### src/chg_flags_pkg.sv
// register map, field positions and reset values of the event-flag bank
package chg_flags_pkg;

    localparam int unsigned ADDR_W = 8;
    localparam int unsigned DATA_W = 8;

    // register offsets
    localparam logic [7:0] OFS_FLAGS3  = 8'h0f;
    localparam logic [7:0] OFS_MASK3   = 8'h10;
    localparam logic [7:0] OFS_ADC_CTL = 8'h11;
    localparam logic [7:0] OFS_VBUS_HI = 8'h12;
    localparam logic [7:0] OFS_VBUS_LO = 8'h13;

    // reset values
    localparam logic [7:0] RST_FLAGS3  = 8'h00;
    localparam logic [7:0] RST_MASK3   = 8'h00;
    localparam logic [7:0] RST_ADC_CTL = 8'h00;
    localparam logic [7:0] RST_RESULT  = 8'h00;

    // flag bit positions
    localparam int unsigned BIT_BUS_INSERT = 7;
    localparam int unsigned BIT_CELL_ARR   = 6;
    localparam int unsigned BIT_WD_EXP     = 5;
    localparam int unsigned BIT_ADAPT_GONE = 4;
    localparam int unsigned BIT_BUS_ABSENT = 3;
    localparam int unsigned BIT_UCP_EXP    = 2;
    localparam int unsigned BIT_CONV_DONE  = 1;
    localparam int unsigned BIT_PIN_FAIL   = 0;

    // conversion control fields
    localparam int unsigned BIT_CONV_EN     = 7;
    localparam int unsigned BIT_ONE_SHOT    = 6;
    localparam int unsigned CHAN_OFF_HI     = 5;
    localparam int unsigned CHAN_OFF_LO     = 1;
    localparam int unsigned NUM_CHAN        = 5;
    localparam logic [7:0]  ADC_CTL_WR_MASK = 8'hfe;

    // bus-voltage result layout, 4 mV per lsb
    localparam int unsigned RESULT_W     = 12;
    localparam int unsigned RESULT_HI_W  = 4;

endpackage

### src/level_sync.sv
// two-flop synchroniser with rising and falling edge pulses
`timescale 1ns/100ps
module level_sync #(
    parameter int unsigned WIDTH = 8
) (
    input  wire logic             clock,
    input  wire logic             rstn,
    input  wire logic             clk_en,
    input  wire logic [WIDTH-1:0] async_in,
    output logic      [WIDTH-1:0] sync_out,
    output logic      [WIDTH-1:0] rise,
    output logic      [WIDTH-1:0] fall
);
    logic [WIDTH-1:0] meta_q;
    logic [WIDTH-1:0] sync_q;
    logic [WIDTH-1:0] prev_q;

    always_ff @(posedge clock or negedge rstn) begin
        if (!rstn) begin
            meta_q <= '0;
            sync_q <= '0;
            prev_q <= '0;
        end else if (clk_en) begin
            meta_q <= async_in;
            sync_q <= meta_q;
            prev_q <= sync_q;
        end
    end

    assign sync_out = sync_q;
    assign rise     = sync_q & ~prev_q & {WIDTH{clk_en}};
    assign fall     = ~sync_q & prev_q & {WIDTH{clk_en}};
endmodule

### src/charger_event_flags_adc_ctrl.sv
// third event-flag group, its mask, conversion control and bus-voltage result
`timescale 1ns/100ps
// ----------------------------------------------------------------------------
// Notes on behaviour
// - bus rising above present threshold sets bit7
// - cell above 2.8V sets bit6 when qualified
// - watchdog expiry sets bit5; register reset clears
// - adapter below threshold minus hysteresis sets bit4
// - bus below threshold minus hysteresis sets bit3
// - input under-current timeout sets bit2
// - one-shot pass complete sets bit1
// - pin short while charging sets bit0
// - reading the flag register clears flags
// - unmasked set flag asserts interrupt
// - masked flag still sets; masks reset zero
// - enable bit, self-clears after one-shot, watchdog
// - bit6 selects continuous or one-shot mode
// - bits5..1 disable channels; bit0 reserved
// - result high nibble in bits3:0, upper zero
// - result low byte at offset 0x13
// ----------------------------------------------------------------------------
module charger_event_flags_adc_ctrl (
    input  wire logic                         clock,
    input  wire logic                         rstn,
    input  wire logic                         clk_en,
    input  wire logic                         reg_reset,
    input  wire logic                         rd_en,
    input  wire logic                         wr_en,
    input  wire logic [chg_flags_pkg::ADDR_W-1:0] addr,
    input  wire logic [chg_flags_pkg::DATA_W-1:0] wr_data,
    output logic      [chg_flags_pkg::DATA_W-1:0] rd_data,
    input  wire logic                         bus_present,
    input  wire logic                         adapter_present,
    input  wire logic                         cell_above_2v8,
    input  wire logic                         watchdog_expired,
    input  wire logic                         input_undercurrent_timeout,
    input  wire logic                         charge_enabled,
    input  wire logic                         pin_short_detect,
    input  wire logic                         conv_pass_done,
    input  wire logic                         result_valid,
    input  wire logic [chg_flags_pkg::RESULT_W-1:0] input_volt_result,
    output logic                              conv_enable,
    output logic                              conv_one_shot,
    output logic [chg_flags_pkg::NUM_CHAN-1:0] chan_off,
    output logic                              irq_out_n
);
    import chg_flags_pkg::*;

    // ------------------------------------------------------------------------
    // pin synchronisers
    // ------------------------------------------------------------------------
    logic [5:0] pins_s;
    logic [5:0] pins_rise;
    logic [5:0] pins_fall;

    level_sync #(.WIDTH(6)) u_sync (
        .clock    (clock),
        .rstn     (rstn),
        .clk_en   (clk_en),
        .async_in ({pin_short_detect, input_undercurrent_timeout, watchdog_expired,
                    cell_above_2v8, adapter_present, bus_present}),
        .sync_out (pins_s),
        .rise     (pins_rise),
        .fall     (pins_fall)
    );

    logic flags_rd;
    logic mask_wr;
    logic ctl_wr;
    logic [7:0] flags_q;
    logic [7:0] mask_q;
    logic [7:0] ctl_q;
    logic [7:0] event_set;
    logic [RESULT_W-1:0] result_q;
    logic cell_qualify;

    assign flags_rd = clk_en && rd_en && (addr == OFS_FLAGS3);
    assign mask_wr  = clk_en && wr_en && (addr == OFS_MASK3);
    assign ctl_wr   = clk_en && wr_en && (addr == OFS_ADC_CTL);

    // ------------------------------------------------------------------------
    // event detection
    // ------------------------------------------------------------------------
    assign cell_qualify = ctl_q[BIT_CONV_EN] | pins_s[1] | pins_s[0];

    always_comb begin
        event_set                 = '0;
        event_set[BIT_BUS_INSERT] = pins_rise[0];
        event_set[BIT_CELL_ARR]   = pins_rise[2] & cell_qualify;
        event_set[BIT_WD_EXP]     = pins_rise[3];
        event_set[BIT_ADAPT_GONE] = pins_fall[1];
        event_set[BIT_BUS_ABSENT] = pins_fall[0];
        event_set[BIT_UCP_EXP]    = pins_rise[4];
        event_set[BIT_CONV_DONE]  = clk_en & conv_pass_done
                                  & ctl_q[BIT_ONE_SHOT] & ctl_q[BIT_CONV_EN];
        event_set[BIT_PIN_FAIL]   = pins_rise[5] & charge_enabled;
    end

    // ------------------------------------------------------------------------
    // flag register: set wins over read clear
    // ------------------------------------------------------------------------
    always_ff @(posedge clock or negedge rstn) begin
        if (!rstn) begin
            flags_q <= RST_FLAGS3;
        end else if (clk_en) begin
            if (reg_reset) begin
                flags_q <= RST_FLAGS3;
            end else if (flags_rd) begin
                flags_q <= event_set;
            end else begin
                flags_q <= flags_q | event_set;
            end
        end
    end

    // ------------------------------------------------------------------------
    // mask register
    // ------------------------------------------------------------------------
    always_ff @(posedge clock or negedge rstn) begin
        if (!rstn) begin
            mask_q <= RST_MASK3;
        end else if (clk_en) begin
            if (reg_reset) begin
                mask_q <= RST_MASK3;
            end else if (mask_wr) begin
                mask_q <= wr_data;
            end
        end
    end

    // ------------------------------------------------------------------------
    // conversion control
    // ------------------------------------------------------------------------
    always_ff @(posedge clock or negedge rstn) begin
        if (!rstn) begin
            ctl_q <= RST_ADC_CTL;
        end else if (clk_en) begin
            if (reg_reset) begin
                ctl_q <= RST_ADC_CTL;
            end else begin
                if (ctl_wr) begin
                    ctl_q <= wr_data & ADC_CTL_WR_MASK;
                end
                if (pins_rise[3] ||
                    (conv_pass_done && ctl_q[BIT_ONE_SHOT] && ctl_q[BIT_CONV_EN])) begin
                    ctl_q[BIT_CONV_EN] <= 1'b0;
                end
            end
        end
    end

    assign conv_enable   = ctl_q[BIT_CONV_EN];
    assign conv_one_shot = ctl_q[BIT_ONE_SHOT];
    assign chan_off      = ctl_q[CHAN_OFF_HI:CHAN_OFF_LO];

    // ------------------------------------------------------------------------
    // bus-voltage result capture
    // ------------------------------------------------------------------------
    always_ff @(posedge clock or negedge rstn) begin
        if (!rstn) begin
            result_q <= '0;
        end else if (clk_en) begin
            if (reg_reset) begin
                result_q <= '0;
            end else if (result_valid && ctl_q[BIT_CONV_EN] && !ctl_q[CHAN_OFF_HI]) begin
                result_q <= input_volt_result;
            end
        end
    end

    // ------------------------------------------------------------------------
    // read data, registered
    // ------------------------------------------------------------------------
    always_ff @(posedge clock or negedge rstn) begin
        if (!rstn) begin
            rd_data <= RST_RESULT;
        end else if (clk_en && rd_en) begin
            unique case (addr)
                OFS_FLAGS3:  rd_data <= flags_q;
                OFS_MASK3:   rd_data <= mask_q;
                OFS_ADC_CTL: rd_data <= ctl_q;
                OFS_VBUS_HI: rd_data <= {4'h0, result_q[RESULT_W-1:8]};
                OFS_VBUS_LO: rd_data <= result_q[7:0];
                default:     rd_data <= 8'h00;
            endcase
        end
    end

    // ------------------------------------------------------------------------
    // interrupt output
    // ------------------------------------------------------------------------
    always_ff @(posedge clock or negedge rstn) begin
        if (!rstn) begin
            irq_out_n <= 1'b1;
        end else if (clk_en) begin
            irq_out_n <= ~|(flags_q & ~mask_q);
        end
    end

    // ------------------------------------------------------------------------
    // checks
    // ------------------------------------------------------------------------
    property p_bus_insert;
        @(posedge clock) disable iff (!rstn)
        (clk_en && pins_rise[0] && !reg_reset) |=> flags_q[BIT_BUS_INSERT];
    endproperty
    a_bus_insert: assert property (p_bus_insert) else $error("bus insert lost");

    property p_cell_gate;
        @(posedge clock) disable iff (!rstn)
        (clk_en && pins_rise[2] && !cell_qualify && !flags_q[BIT_CELL_ARR])
            |=> !flags_q[BIT_CELL_ARR];
    endproperty
    a_cell_gate: assert property (p_cell_gate) else $error("cell flag unqualified");

    property p_reg_reset;
        @(posedge clock) disable iff (!rstn)
        (clk_en && reg_reset) |=> (flags_q == 8'h00 && ctl_q == 8'h00);
    endproperty
    a_reg_reset: assert property (p_reg_reset) else $error("reg reset missed");

    property p_absent;
        @(posedge clock) disable iff (!rstn)
        (clk_en && !reg_reset && pins_fall[0]) |=> flags_q[BIT_BUS_ABSENT];
    endproperty
    a_absent: assert property (p_absent) else $error("bus absent lost");

    property p_read_clear;
        @(posedge clock) disable iff (!rstn)
        (flags_rd && !reg_reset) |=> (flags_q == $past(event_set))
            && (rd_data == $past(flags_q));
    endproperty
    a_read_clear: assert property (p_read_clear) else $error("read clear wrong");

    property p_irq;
        @(posedge clock) disable iff (!rstn)
        (clk_en && |(flags_q & ~mask_q)) |=> !irq_out_n;
    endproperty
    a_irq: assert property (p_irq) else $error("irq not asserted");

    property p_irq_release;
        @(posedge clock) disable iff (!rstn)
        (clk_en && (flags_q & ~mask_q) == 8'h00) |=> irq_out_n;
    endproperty
    a_irq_release: assert property (p_irq_release) else $error("irq stuck");

    property p_oneshot_clear;
        @(posedge clock) disable iff (!rstn)
        (clk_en && !reg_reset && conv_pass_done && ctl_q[BIT_ONE_SHOT] && ctl_q[BIT_CONV_EN])
            |=> (!ctl_q[BIT_CONV_EN] && flags_q[BIT_CONV_DONE]);
    endproperty
    a_oneshot_clear: assert property (p_oneshot_clear) else $error("one-shot end wrong");

    property p_reserved;
        @(posedge clock) disable iff (!rstn)
        (clk_en && rd_en && addr == OFS_VBUS_HI)
            |=> rd_data == {4'h0, $past(result_q[RESULT_W-1:8])};
    endproperty
    a_reserved: assert property (p_reserved) else $error("reserved bits set");

endmodule

### config.mk
export PLATFORM = sky130hd
export DESIGN_NAME = charger_event_flags_adc_ctrl
export DESIGN_NICKNAME = d
export VERILOG_FILES = /design/src/chg_flags_pkg.sv /design/src/level_sync.sv /design/src/charger_event_flags_adc_ctrl.sv
export SDC_FILE = /design/constraint.sdc
export NUM_CORES = 1
export LEC_CHECK = 0
export ABC_AREA = 0
export BUFFER_PORTS_ARGS = -buffer_cell sky130_fd_sc_hd__buf_2
export CORE_UTILIZATION = 45
export DETAILED_ROUTE_END_ITERATION = 10
export MAX_ROUTING_LAYER = met4
export PLACE_DENSITY = 0.68
export SYNTH_ARGS = -nofsm -noshare
export SYNTH_HDL_FRONTEND = slang
export SYNTH_SLANG_ARGS = --single-unit
### constraint.sdc
create_clock -name clock -period 1.5 [get_ports clock]
set_input_delay 0.15 -clock clock [delete_from_list [all_inputs] [get_ports clock]]
set_output_delay 0.15 -clock clock [all_outputs]
set_load 0.005 [all_outputs]
== Word level (Yosys, flattened, before mapping) ==
Index checks and enable logic that the tools add are counted.
Storage, ports and cells
  bits of input ports: 43
  register bits after elaboration: 63
  output and inout bits: 16
  word-level logic and storage cells: 62
Operators by class
  multiplexer cells: 10
  reduce and logical (&&, ||, !) cells: 21
  bitwise logic cells: 16
  equal/unequal tests: 5
Operators with widths (count)
  8-bit 2-to-1 mux: 6
  8-bit case mux with 5 select lines: 1
  8-bit by 5-bit == test with 1-bit output (second input constant): 4
  12-bit 2-to-1 mux: 2
  6-bit AND: 2
  1-bit logical AND: 9
  8-bit AND: 1
  8-bit by 4-bit == test with 1-bit output (second input constant): 1
  8-bit NOT: 1
  8-bit bitwise OR: 1
  2-bit AND reduction: 4
  8-bit OR reduction: 1
  6-bit NOT: 1
  2-bit nonzero test: 3
  1-bit AND: 5
  2-bit AND: 2
  3-bit nonzero test: 1
  1-bit zero test: 2
  2-bit NOT: 1
  1-bit bitwise OR: 2
  1-bit logical OR: 1
  1-bit 2-to-1 mux: 1

== Longest topological paths before layout ==
Gate-level depths: netlist (run 1).
  word-level depth: 7
  depth in mapped cells: 6
  gate-level depth less buffers: 4

== Hierarchy ==
Synthesis (run 1) repeated with hierarchy kept, for this count alone.
Unflattened totals
  cell total of the unflattened synthesis: 251
  area, all modules: 3049.2 um^2
By module, submodules not included
  charger_event_flags_adc_ctrl: seq. area each 1102.3 um^2, instances 1, cells each 200, area each 2195.9 um^2
  level_sync: seq. area each 450.4 um^2, instances 1, cells each 51, area each 853.3 um^2

== Worst setup path before layout (run 1) ==
OpenSTA, ideal clock, no wires.
  path kind: input -> register
  start point: input addr[5] (netlist name)
  end point: register mask_q[7]
  path buffers: 2
  library setup time: 0.138 ns
  slack: -0.145 ns
  stages: 6
  arrival time: 1.507 ns
  cells stage by stage: or3_1 buf_2 or4_1 buf_6 mux2i_1 o22ai_1
On the way
  longest elaborated chain between the ends: 4
Ends and longest elaborated chain
  from (decl): RTL line charger_event_flags_adc_ctrl.sv:29  | input wire logic [chg_flags_pkg::ADDR_W-1:0] addr,
  8-bit by 5-bit == test with 1-bit output: RTL line charger_event_flags_adc_ctrl.sv:78  | assign mask_wr = clk_en && wr_en && (addr == OFS_MASK3);
  1-bit logical AND: RTL line charger_event_flags_adc_ctrl.sv:78
  2-bit nonzero test (no line)
  2-bit AND reduction (no line)
  to (signal assigned): RTL line charger_event_flags_adc_ctrl.sv:126  | mask_q <= wr_data;
  to (decl): RTL line charger_event_flags_adc_ctrl.sv:71  | logic [7:0] mask_q;
No other way between the ends.
A chain may end at the register's enable or synchronous reset.

== Worst setup path in the final report (run 1) ==
  start point: register ctl_q[3]
  end point: register rd_data[3] (netlist name)
On the way
  longest elaborated chain between the ends: 1
Ends and longest elaborated chain
  from (decl): RTL line charger_event_flags_adc_ctrl.sv:72  | logic [7:0] ctl_q;
  from (signal assigned): RTL line charger_event_flags_adc_ctrl.sv:142  | ctl_q <= wr_data & ADC_CTL_WR_MASK;
  8-bit case mux with 5 select lines: RTL line charger_event_flags_adc_ctrl.sv:178  | unique case (addr)
  to (signal assigned): RTL line charger_event_flags_adc_ctrl.sv:179  | OFS_FLAGS3: rd_data <= flags_q;
  to (signal assigned): RTL line charger_event_flags_adc_ctrl.sv:180  | OFS_MASK3: rd_data <= mask_q;
  to (signal assigned): RTL line charger_event_flags_adc_ctrl.sv:181  | OFS_ADC_CTL: rd_data <= ctl_q;
  to (decl): RTL line charger_event_flags_adc_ctrl.sv:31  | output logic [chg_flags_pkg::DATA_W-1:0] rd_data,
No other way between the ends.

==> results of run 1 <==
[Yosys cell counts, types with 2 or more instances]
cell type   n
a22oi_1     7
nand3_1     3
a22o_1     12
o22ai_1     4
mux2_2     14
nor4_2      3
dfrtp_1    61
mux2i_1    13
buf_2       4
or3_1       2
mux4_2      3
nor2_1     14
nor3_1      4
a221o_1     6
a21oi_1     7
nor2b_1     7
o21ai_0    10
a32oi_1     2
inv_1      17
nor3b_1     6
nand2_1    10
a222oi_1    4
o2bb2ai_1   6
clkbuf_1   10
or4_1       2
nand2b_1    2
[sequential cells by signal, summed over array words and instances, names as in the netlist]
signal	count
u_sync.sync_out	6
result_q	12
u_sync.meta_q	6
mask_q	8
irq_out_n	1
ctl_q	7
u_sync.prev_q	6
flags_q	8
rd_data	8
[worst max-delay path, cell delays in order, from the launching register on]
cell,delay (ns)
dfrtp_1,0.40
mux4_2,0.47
a222oi_1,0.32
inv_1,0.07
[worst paths after layout]
path,end,slack (ns),cells past startpoint
worst min-delay path,result_q[3],0.04,2
worst max-delay path,rd_data[3],0.12,3
worst min register to register,u_sync.sync_out[1],0.49,2
min in group asynchronous,mask_q[3],0.31,2
worst max register to register,rd_data[3],0.12,3
max in group asynchronous,rd_data[2],0.63,3
[metal layers]
layer / routed length (um) / global-route usage (%) / part of all wire [%]
met1: 3140 / 31.0 / 47
met5: 0 / - / 0
met3: 443 / 5.11 / 6.6
met4: 105 / 10.7 / 1.6
met2: 2980 / 33.4 / 45
[report_power, final]
part | switching [mW] | internal [mW] | leakage (nW) | total, mW
clock network | 0.582 | 0.621 | 0.0821 | 1.20
registers | 0.100 | 1.81 | 0.815 | 1.91
logic | 0.233 | 0.231 | 0.862 | 0.464
total | 0.915 | 2.66 | 1.76 | 3.58
[cells by family after synthesis]
logic type      share of synthesized area, %
flops                                   54.3
compound gates                          16.3
simple gates                            12.0
buf+inv                                 4.90
mux                                     12.4
[final cells by class]
class	instances	area [um2]
fillers	544	2490
flip-flops and latches	62	1550
multi-input cells	151	1180
repair buffers	82	485
clock buffers	12	145
well taps	75	93.8
inverters	18	67.6
clock inverters	2	10.0
[timing repair]
item,in CTS,in global routing
hold buffers,1,0
setup endpoints to repair,0,1
endpoints found under the hold margin,16,0
[per-stage QoR]
stage | utilization, % | hold WS (ns) | std cells | TNS, ns
3_3_place_gp | 56.0 | 0.139 | 387 | -3.12
2_1_floorplan | - | -0.146 | 247 | -1.25
6_report | 58.7 | 0.0373 | 402 | 0
3_5_place_dp | 56.0 | 0.130 | 387 | -3.63
4_1_cts | 58.7 | 0.0224 | 402 | 0
5_1_grt | 58.7 | 0.0190 | 402 | 0
==> impl_results.md, run 1 <==
* Min-delay src: input_volt_result[3]
* Synth Flop Type: dfrtp_1
* Initial antenna violation count at 0
* Worst endpoint required time at 1.71 ns
* Max Fanout on Critical Path at 4
* Row count at 28
* Non-Filler Cell Area, Final at 3540 um2
* Most frequent cells in the layout: dfrtp_1 (61), buf_2 (58), buf_4 (22)
* Area Overhead vs Synth at 23.8%
* Nets at 367
* CORE AREA at about 6000 um2
* Setup slack at placement at -0.194 ns
* Worst slew margin at 68.4%
* Wire length per cell at between 15 and 20 um
* Synthesis Warnings at 0
* Ys async rst share at 100%
* RSZ-0062 raised after global routing: no
* Router iterations before antenna repair at 5
* F_max at a little over 700 MHz
* Status: complete, no violations
* Area leader, netlist: dfrtp_1
* Final hold vios at 0
* Post-synth EDFFs at 0
* Tcrit/Tclk final at 92.2%
* CTS Buffer Depth at 2
* IO Pins at 59
* Distinct cells, synth at 40
* Yosys reg bits at 62
* Starting Density at between 40 and 50%
* Final setup fails at 0
* Worst Setup End Kind: flip-flop
* Max Clock Skew at 0.00649 ns
* Syn_nets at 290
* Layout cells sized above 1 at 36.4%
* Max Cap Violations at 0
* Vias in the first global route at around 2200
* Post-CTS Resized at 0
* Inserted Clock Buffers at 9
* Period minus WS final at around 1.4 ns
* Syn Std Cell Area at 2860 um2
* Pwr/cell area at around 1000 nW/um2
* Setup slack after layout at between 0.1 and 0.15 ns
* Average size of a mapped cell at roughly 12 um2
* Syn Inst Count at 247
* Crit path from: ctl_q[3]
* Pins Over Slew Limit at 0
* Clock transition at path regs at 0.06 ns
* Hold Crit Class: input port to flip-flop
* DIE HEIGHT at ~82 um
* Remaining Overflow, GRT at 0
* Global-route wire length before repair at 10800 um
* Vias at 2288
* Slew @ Worst Pin at 0.473 ns
* Starting DRT DRC Count at 188
* Share of the synthesized area in the top cell type at 53.4%
* Register area share after synthesis at 54.3%
* Reg2reg start: ctl_q[3]
* Antenna viol nets, final at 0
* Largest net degree at the start of global routing at 33
* Number of buffers added on ports at 58
* Placed inst area at 3370 um2
* Die Area at 6670 um2
* Clock sinks at 62
* DRC errors left at 0
* GRT Util Overall at 23.1%
* Power, Total at 3.58 mW
* Hpwl dp at around 4900 um
* N_diodes at 0
* Crit path DAT at 1.59 ns
* RePlAce Congestion at approximately 0.83
* Worst setup SP type: flip-flop
* Commonest non-fill, non-tap cell in the layout: dfrtp_1
* Root buffer cell: clkbuf_8
* H-tree depth at 3
* DIE WIDTH at 81.7 um
* DR vias/cell at ~5.7
* CTS tree: done
* Crit Path Class: flip-flop to flip-flop
* Routed WL at 6670 um
* Setup bufs post-CTS at 0
* Static Leak at 1.76 nW
* Clock Latency Late Sink at 0.33 ns
* Worst vdd ir at 599 uV
* Top post-synthesis cells by area: dfrtp_1 (53%), mux2_2 (5.5%), mux2i_1 (4.6%)
Power figures use the tool's default switching activity.
==> inputs of run 2 (changes only) <==
--- a/config.mk
+++ b/config.mk
@@ -8,9 +8,11 @@
 export ABC_AREA = 0
 export BUFFER_PORTS_ARGS = -buffer_cell sky130_fd_sc_hd__buf_2
 export CORE_UTILIZATION = 45
+export CTS_BUF_LIST = sky130_fd_sc_hd__clkbuf_16
 export DETAILED_ROUTE_END_ITERATION = 10
 export MAX_ROUTING_LAYER = met4
 export PLACE_DENSITY = 0.68
+export SETUP_SLACK_MARGIN = 0.15
 export SYNTH_ARGS = -nofsm -noshare
 export SYNTH_HDL_FRONTEND = slang
 export SYNTH_SLANG_ARGS = --single-unit
==> impl_results.md, run 2 (same netlist as run 1, synthesis figures left out) <==
* Worst Hold Path EP: result_q[0]
* N_diodes at 0 (unchanged)
* F_max at 725 MHz (+0.31%)
* Nets at 375 (+2.2%)
* Area Overhead vs Synth at 33.1%
* Max Fanout on Critical Path at 3 (-1)
* Commonest non-fill, non-tap cell in the layout: dfrtp_1
* Reg2reg start: mask_q[1]
* Tcrit/Tclk final at 91.9% (-0.29 points)
* Largest net degree at the start of global routing at 48 (+45%)
* Pwr/cell area at 1210 nW/um2 (+19%)
* Clock sinks at 62 (unchanged)
* Final hold vios at 0 (unchanged)
* Final setup fails at 0 (unchanged)
* Number of buffers added on ports at 58 (unchanged)
* Dpl cells at 390 (+0.78%)
* CORE AREA at 6030 um2 (unchanged)
* Vias in the first global route at 2276 (+2.0%)
* Max Clock Skew at 0.00464 ns (-0.00185 ns)
* DIE HEIGHT at 81.7 um (unchanged)
* Setup slack at placement at -0.196 ns (-0.00243 ns)
* Root buffer cell: clkbuf_16
* Worst vdd ir at 886 uV (+48%)
* Cell Chain, Critical Path: mux4_2 > a222oi_1 > inv_1
* Period minus WS final at 1.38 ns (-0.00433 ns)
* CTS tree: done
* R2R setup slack at 0.12 ns (about the same)
* Static Leak at 1.88 nW (+7.1%)
* Fin Hold WS at 0.0364 ns (-0.000974 ns)
* Worst r2r dst: rd_data[1]
* Hold Crit Class: input port to flip-flop
* DIE WIDTH at 81.7 um (unchanged)
* Crit path DAT at 1.58 ns (about the same)
* Crit Path Class: flip-flop to flip-flop
* Min-delay src: input_volt_result[0]
* CP max-delay cell: mux4_2
* Remaining Overflow, GRT at 0 (unchanged)
* Global-route wire length before repair at 11600 um (+7.3%)
* RePlAce Congestion at 0.854 (+2.5%)
* H-tree depth at 3 (unchanged)
* DR vias/cell at 5.71 (+0.34%)
* Power, Total at 4.59 mW (+28%)
* Worst slew margin at 73.0% (+4.6 points)
* Router iterations before antenna repair at 4 (-1)
* Worst endpoint required time at 1.71 ns (about the same)
* Hpwl dp at 5000 um (+1.3%)
* R2R depth at 3 (unchanged)
* Routed WL at 7250 um (+8.8%)
* Die Area at 6670 um2 (unchanged)
* Row count at 28 (unchanged)
* IO Pins at 59 (unchanged)
* Inserted Clock Buffers at 9 (unchanged)
* Worst setup SP type: flip-flop
* Max FFs per register at 12 (unchanged)
* WP buf/inv at 1 (unchanged)
* Max Cap Violations at 0 (unchanged)
* Most frequent cells in the layout: dfrtp_1 (60), buf_2 (57), buf_4 (28)
* Post-Layout Cell Count at 412 (+2.5%)
* Clock Latency Late Sink at 0.33 ns (about the same)
* Layout cells sized above 1 at 40.1% (+3.7 points)
* Status: complete, no violations
* Starting DRT DRC Count at 275 (+46%)
* Antenna viol nets, final at 0 (unchanged)
* Critical Path Max Stage Delay at 0.48 ns (about the same)
* Largest Register: result_q
* Pins Over Slew Limit at 0 (unchanged)
* Starting Density at 47.4% (unchanged)
* Slew @ Worst Pin at 0.404 ns (-0.0690 ns)
* CTS Buffer Depth at 2 (unchanged)
* Wire length per cell at 17.6 um (+6.2%)
* Vias at 2353 (+2.8%)
* WHS Path Cells at 2 (unchanged)
* GRT Util Overall at 24.9% (+1.8 points)
* Crit path max-delay family: multiplexers
* Clock transition at path regs at 0.05 ns (about the same)
* Worst Setup End Kind: flip-flop
* Setup slack after layout at 0.122 ns (+0.00433 ns)
* Initial antenna violation count at 0 (unchanged)
* RSZ-0062 raised after global routing: yes
* DRC errors left at 0 (unchanged)
-- run 2: changes by cell type in the layout (fill, tap and decap cells not counted), sizes merged --
cell / before / now
clkbuf: 12 / 9
bufinv: 0 / 2
buf: 81 / 89
clkinvlp: 0 / 2
clkinv: 3 / 4
-- run 2: final cells by class --
class	instances	area (um2)
fill	496	2220
sequential	62	1550
multi-input combinational	151	1210
timing repair buffer	90	559
clock buffer	9	225
tap	75	93.8
clock inverter	7	88.8
inverter	18	67.6
-- run 2: per-layer routing --
metal | up-vias | wire length [um] | track usage [%]
li1 | 1086 | - | -
met5 | - | 0 | -
met3 | 14 | 423 | 4.22
met4 | 0 | 142 | 9.82
met1 | 1162 | 3310 | 34.6
met2 | 91 | 3380 | 36.4
-- run 2: metrics by stage --
step / area (um2) / TNS (ns) / utilization (%)
floorplan: 2890 / -1.25 / -
global placement: 3400 / -3.29 / 56.4
detailed placement: 3400 / -3.76 / 56.4
CTS: 3760 / 0 / 62.4
global route: 3800 / 0 / 63.1
finish: 3800 / 0 / 63.1
-- run 2: worst register-to-register path: cells and delay by family, from the launching register on --
| kind | cells | cell delay, ns |
|---|---|---|
| multiplexers | 1 | 0.48 |
| buffers and inverters | 1 | 0.08 |
| flip-flops | 1 | 0.40 |
| AO/OA/AOI/OAI | 1 | 0.30 |
-- run 2: what timing repair did --
item,CTS,global route
buffers inserted,4,1
setup endpoints to repair,5,27
gates resized for setup,1,7
pin swaps,5,4
gates cloned,0,0
endpoints found under the hold margin,15,0
hold buffers,1,0
-- run 2: worst max-delay path by stage --
stage / startpoint / end / slack [ns] / cells past startpoint
floorplan: addr[6] / flags_q[1] / -0.12 / 6
global route: result_q[3] / rd_data[3] / 0.04 / 3
finish: mask_q[1] / rd_data[1] / 0.12 / 3
CTS: result_q[1] / rd_data[1] / 0.11 / 3
detailed placement: addr[2] / mask_q[1] / -0.20 / 5
global placement: addr[6] / flags_q[5] / -0.16 / 5
-- run 2: report_power, final --
group          switching, mW  total (mW)  internal [mW]
Combinational          0.255       0.501          0.246
Clock                  0.738        2.18           1.44
Sequential             0.101        1.91           1.81
==> inputs of run 3 (changes only) <==
--- a/config.mk
+++ b/config.mk
@@ -5,13 +5,13 @@
 export SDC_FILE = /design/constraint.sdc
 export NUM_CORES = 1
 export LEC_CHECK = 0
-export ABC_AREA = 0
+export ABC_AREA = 1
 export BUFFER_PORTS_ARGS = -buffer_cell sky130_fd_sc_hd__buf_2
 export CORE_UTILIZATION = 45
 export CTS_BUF_LIST = sky130_fd_sc_hd__clkbuf_16
 export DETAILED_ROUTE_END_ITERATION = 10
 export MAX_ROUTING_LAYER = met4
-export PLACE_DENSITY = 0.68
+export PLACE_DENSITY = 0.67
 export SETUP_SLACK_MARGIN = 0.15
 export SYNTH_ARGS = -nofsm -noshare
 export SYNTH_HDL_FRONTEND = slang
==> impl_results.md, run 3 <==
* Status: complete, but fails checks
* Failing checks: design-rule violations
* Worst Setup End Kind: output pin
* Nets at 473 (+26%)
* Pwr/cell area at 1280 nW/um2 (+5.9%)
* Clock Latency Late Sink at 0.33 ns (about the same)
* Worst Hold Path EP: u_sync.meta_q[0]
* DRC errors left at 14 (+14)
* F_max at 902 MHz (+24%)
* DR vias/cell at 5.35 (-6.3%)
* Synth Flop Type: dfrtp_1
* Most frequent cells in the layout: nand2_1 (93), nand3_1 (82), dfrtp_1 (61)
* Root buffer cell: clkbuf_16
* Hpwl dp at 5350 um (+6.9%)
* Worst r2r dst: result_q[8]
* Worst setup SP type: flip-flop
* Global-route wire length before repair at 12200 um (+5.2%)
* Antenna viol nets, final at 0 (unchanged)
* Power, Total at 4.81 mW (+4.7%)
* Ys async rst share at 100% (unchanged)
* Pins Over Slew Limit at 0 (unchanged)
* Clock sinks at 62 (unchanged)
* Critical Path Max Stage Delay at 0.52 ns (+0.04 ns)
* Starting DRT DRC Count at 290 (+5.5%)
* Syn Std Cell Area at 3020 um2 (+5.7%)
* Inserted Clock Buffers at 9 (unchanged)
* Count leader, synth: nand2_1
* Max FFs per register at 12 (unchanged)
* GRT Util Overall at 23.4% (-1.5 points)
* Setup bufs post-CTS at 0 (-4)
* Static Leak at 1.96 nW (+4.2%)
* Synthesis Warnings at 0 (unchanged)
* R2R setup slack at 0.39 ns (+0.27 ns)
* Period minus WS final at 1.11 ns (-0.270 ns)
* Crit path max-delay family: flip-flops
* Initial antenna violation count at 0 (unchanged)
* Remaining Overflow, GRT at 0 (unchanged)
* Hold Crit Class: input port to flip-flop
* H-tree depth at 3 (unchanged)
* Commonest non-fill, non-tap cell in the layout: nand2_1
* Worst slew margin at 76.7% (+3.7 points)
* Die Area at 7040 um2 (+5.5%)
* Distinct cells, synth at 31 (-23%)
* CTS Buffer Depth at 2 (unchanged)
* Cell Chain, Critical Path: buf_2
* Routed WL at 7480 um (+3.1%)
* Syn_nets at 407 (+40%)
* RePlAce Congestion at 0.875 (+2.4%)
* Post-synth EDFFs at 0 (unchanged)
* Starting Density at 47.0% (-0.40 points)
* Average size of a mapped cell at 8.30 um2 (-28%)
* CTS tree: done
* Post-Layout Cell Count at 512 (+24%)
* N_diodes at 0 (unchanged)
* Worst endpoint required time at 1.35 ns (-0.36 ns)
* Min-delay src: bus_present
* Area leader, netlist: dfrtp_1
* Syn Inst Count at 364 (+47%)
* Area Overhead vs Synth at 24.5%
* Fillcell total at 594 (+20%)
* Share of the synthesized area in the top cell type at 50.5% (-2.9 points)
* Worst vdd ir at 644 uV (-27%)
* Fin Hold WS at 0.0181 ns (-0.0182 ns)
* WP buf/inv at 1 (unchanged)
* Vias in the first global route at 2432 (+6.9%)
* CORE AREA at 6420 um2 (+6.6%)
* Dpl cells at 495 (+27%)
* Largest net degree at the start of global routing at 63 (+31%)
* Crit path DAT at 0.96 ns (-0.62 ns)
* Max Fanout on Critical Path at 2 (-1)
* Crit Path Class: flip-flop to output pin
* Top cells by count, synth: nand2_1 (94), nand3_1 (82), dfrtp_1 (61), nor2_1 (26), inv_1 (21)
* Multi-input logic area at 1260 um2 (+4.0%)
* Max Clock Skew at 0.00694 ns (+0.00229 ns)
* RSZ-0062 raised after global routing: no
* R2R depth at 5 (+2)
* Register area share after synthesis at 51.4% (-2.9 points)
* IO Pins at 59 (unchanged)
* CP max-delay cell: dfstp_2
* Clock transition at path regs at 0.05 ns (about the same)
* Slew @ Worst Pin at 0.348 ns (-0.0568 ns)
* Yosys reg bits at 62 (unchanged)
* Router iterations before antenna repair at 9 (+5)
* Max Cap Violations at 0 (unchanged)
* WHS Path Cells at 3 (+1)
* Vias at 2741 (+16%)
* DIE WIDTH at 83.9 um (+2.7%)
* Number of buffers added on ports at 58 (unchanged)
* Tcrit/Tclk final at 73.9% (-18 points)
* Reg2reg start: ctl_q[5]
* DIE HEIGHT at 83.9 um (+2.7%)
* Setup TNS at 0 ns (unchanged)
* Final setup fails at 0 (unchanged)
* Layout cells sized above 1 at 26.2% (-14 points)
* Row count at 29 (+3.6%)
* Largest Register: result_q
* Final hold vios at 0 (unchanged)
* Register area at 1550 um2 (about the same)
* Wire length per cell at 14.6 um (-17%)
* Top post-synthesis cells by area: dfrtp_1 (51%), nand3_1 (14%), nand2_1 (12%)
[run 3: timing repair]
item / 4_1_cts / 5_1_grt
hold buffers: 1 / 0
endpoints found under the hold margin: 61 / 0
endpoints found under the setup margin: 0 / 10
gates resized for setup: 0 / 1
[run 3: worst max path at each step]
stage | endpoint | startpoint | slack [ns] | cells after the start
final | irq_out_n | irq_out_n | 0.39 | 1
after global routing | result_q[8] | ctl_q[7] | 0.24 | 6
after CTS | result_q[1] | ctl_q[7] | 0.26 | 6
after detailed placement | mask_q[2] | addr[3] | 0.26 | 9
after global placement | mask_q[1] | addr[3] | 0.28 | 9
after floorplan | result_q[10] | ctl_q[7] | 0.38 | 6
[run 3: kinds of logic after synthesis]
logic type      share of synthesized area, %
flops                                   51.4
buf+inv                                 6.84
simple gates                            34.5
compound gates                          7.29
[run 3: through the flow]
stage / area [um2] / utilization [%] / setup WS [ns]
2_1_floorplan: 3020 / - / 0.379
3_3_place_gp: 3410 / 53.1 / 0.278
3_5_place_dp: 3410 / 53.1 / 0.259
4_1_cts: 3760 / 58.5 / 0.262
5_1_grt: 3760 / 58.5 / 0.243
6_report: 3760 / 58.5 / 0.391
[run 3: power breakdown]
part | internal, mW | switching (mW) | leakage, nW | total (mW)
Sequential | 1.84 | 0.125 | 0.800 | 1.97
Combinational | 0.202 | 0.293 | 0.999 | 0.495
Clock | 1.61 | 0.735 | 0.164 | 2.35
[run 3: metal layers]
layer,GRT usage (%),vias to the layer above,share of wire (%)
met4,10.3,0,2.4
met5,-,-,0
met3,5.34,15,5.9
met2,33.2,103,44
li1,-,1338,-
met1,32.2,1285,48
[run 3: worst register-to-register path, cell delays in order, from the launching register on]
cell and delay [ns]:
dfrtp_1 0.42, nor2_1 0.11, nand3_1 0.11, buf_4 0.21
nand3_1 0.08, nand2_1 0.05
[run 3: layout make-up]
cell class                 instances  area share (%)
multi-input combinational        257            33.6
tap                               77            2.56
clock inverter                     7            3.03
timing repair buffer              70            10.5
clock buffer                       9            5.99
sequential                        62            41.3
inverter                          30            3.00
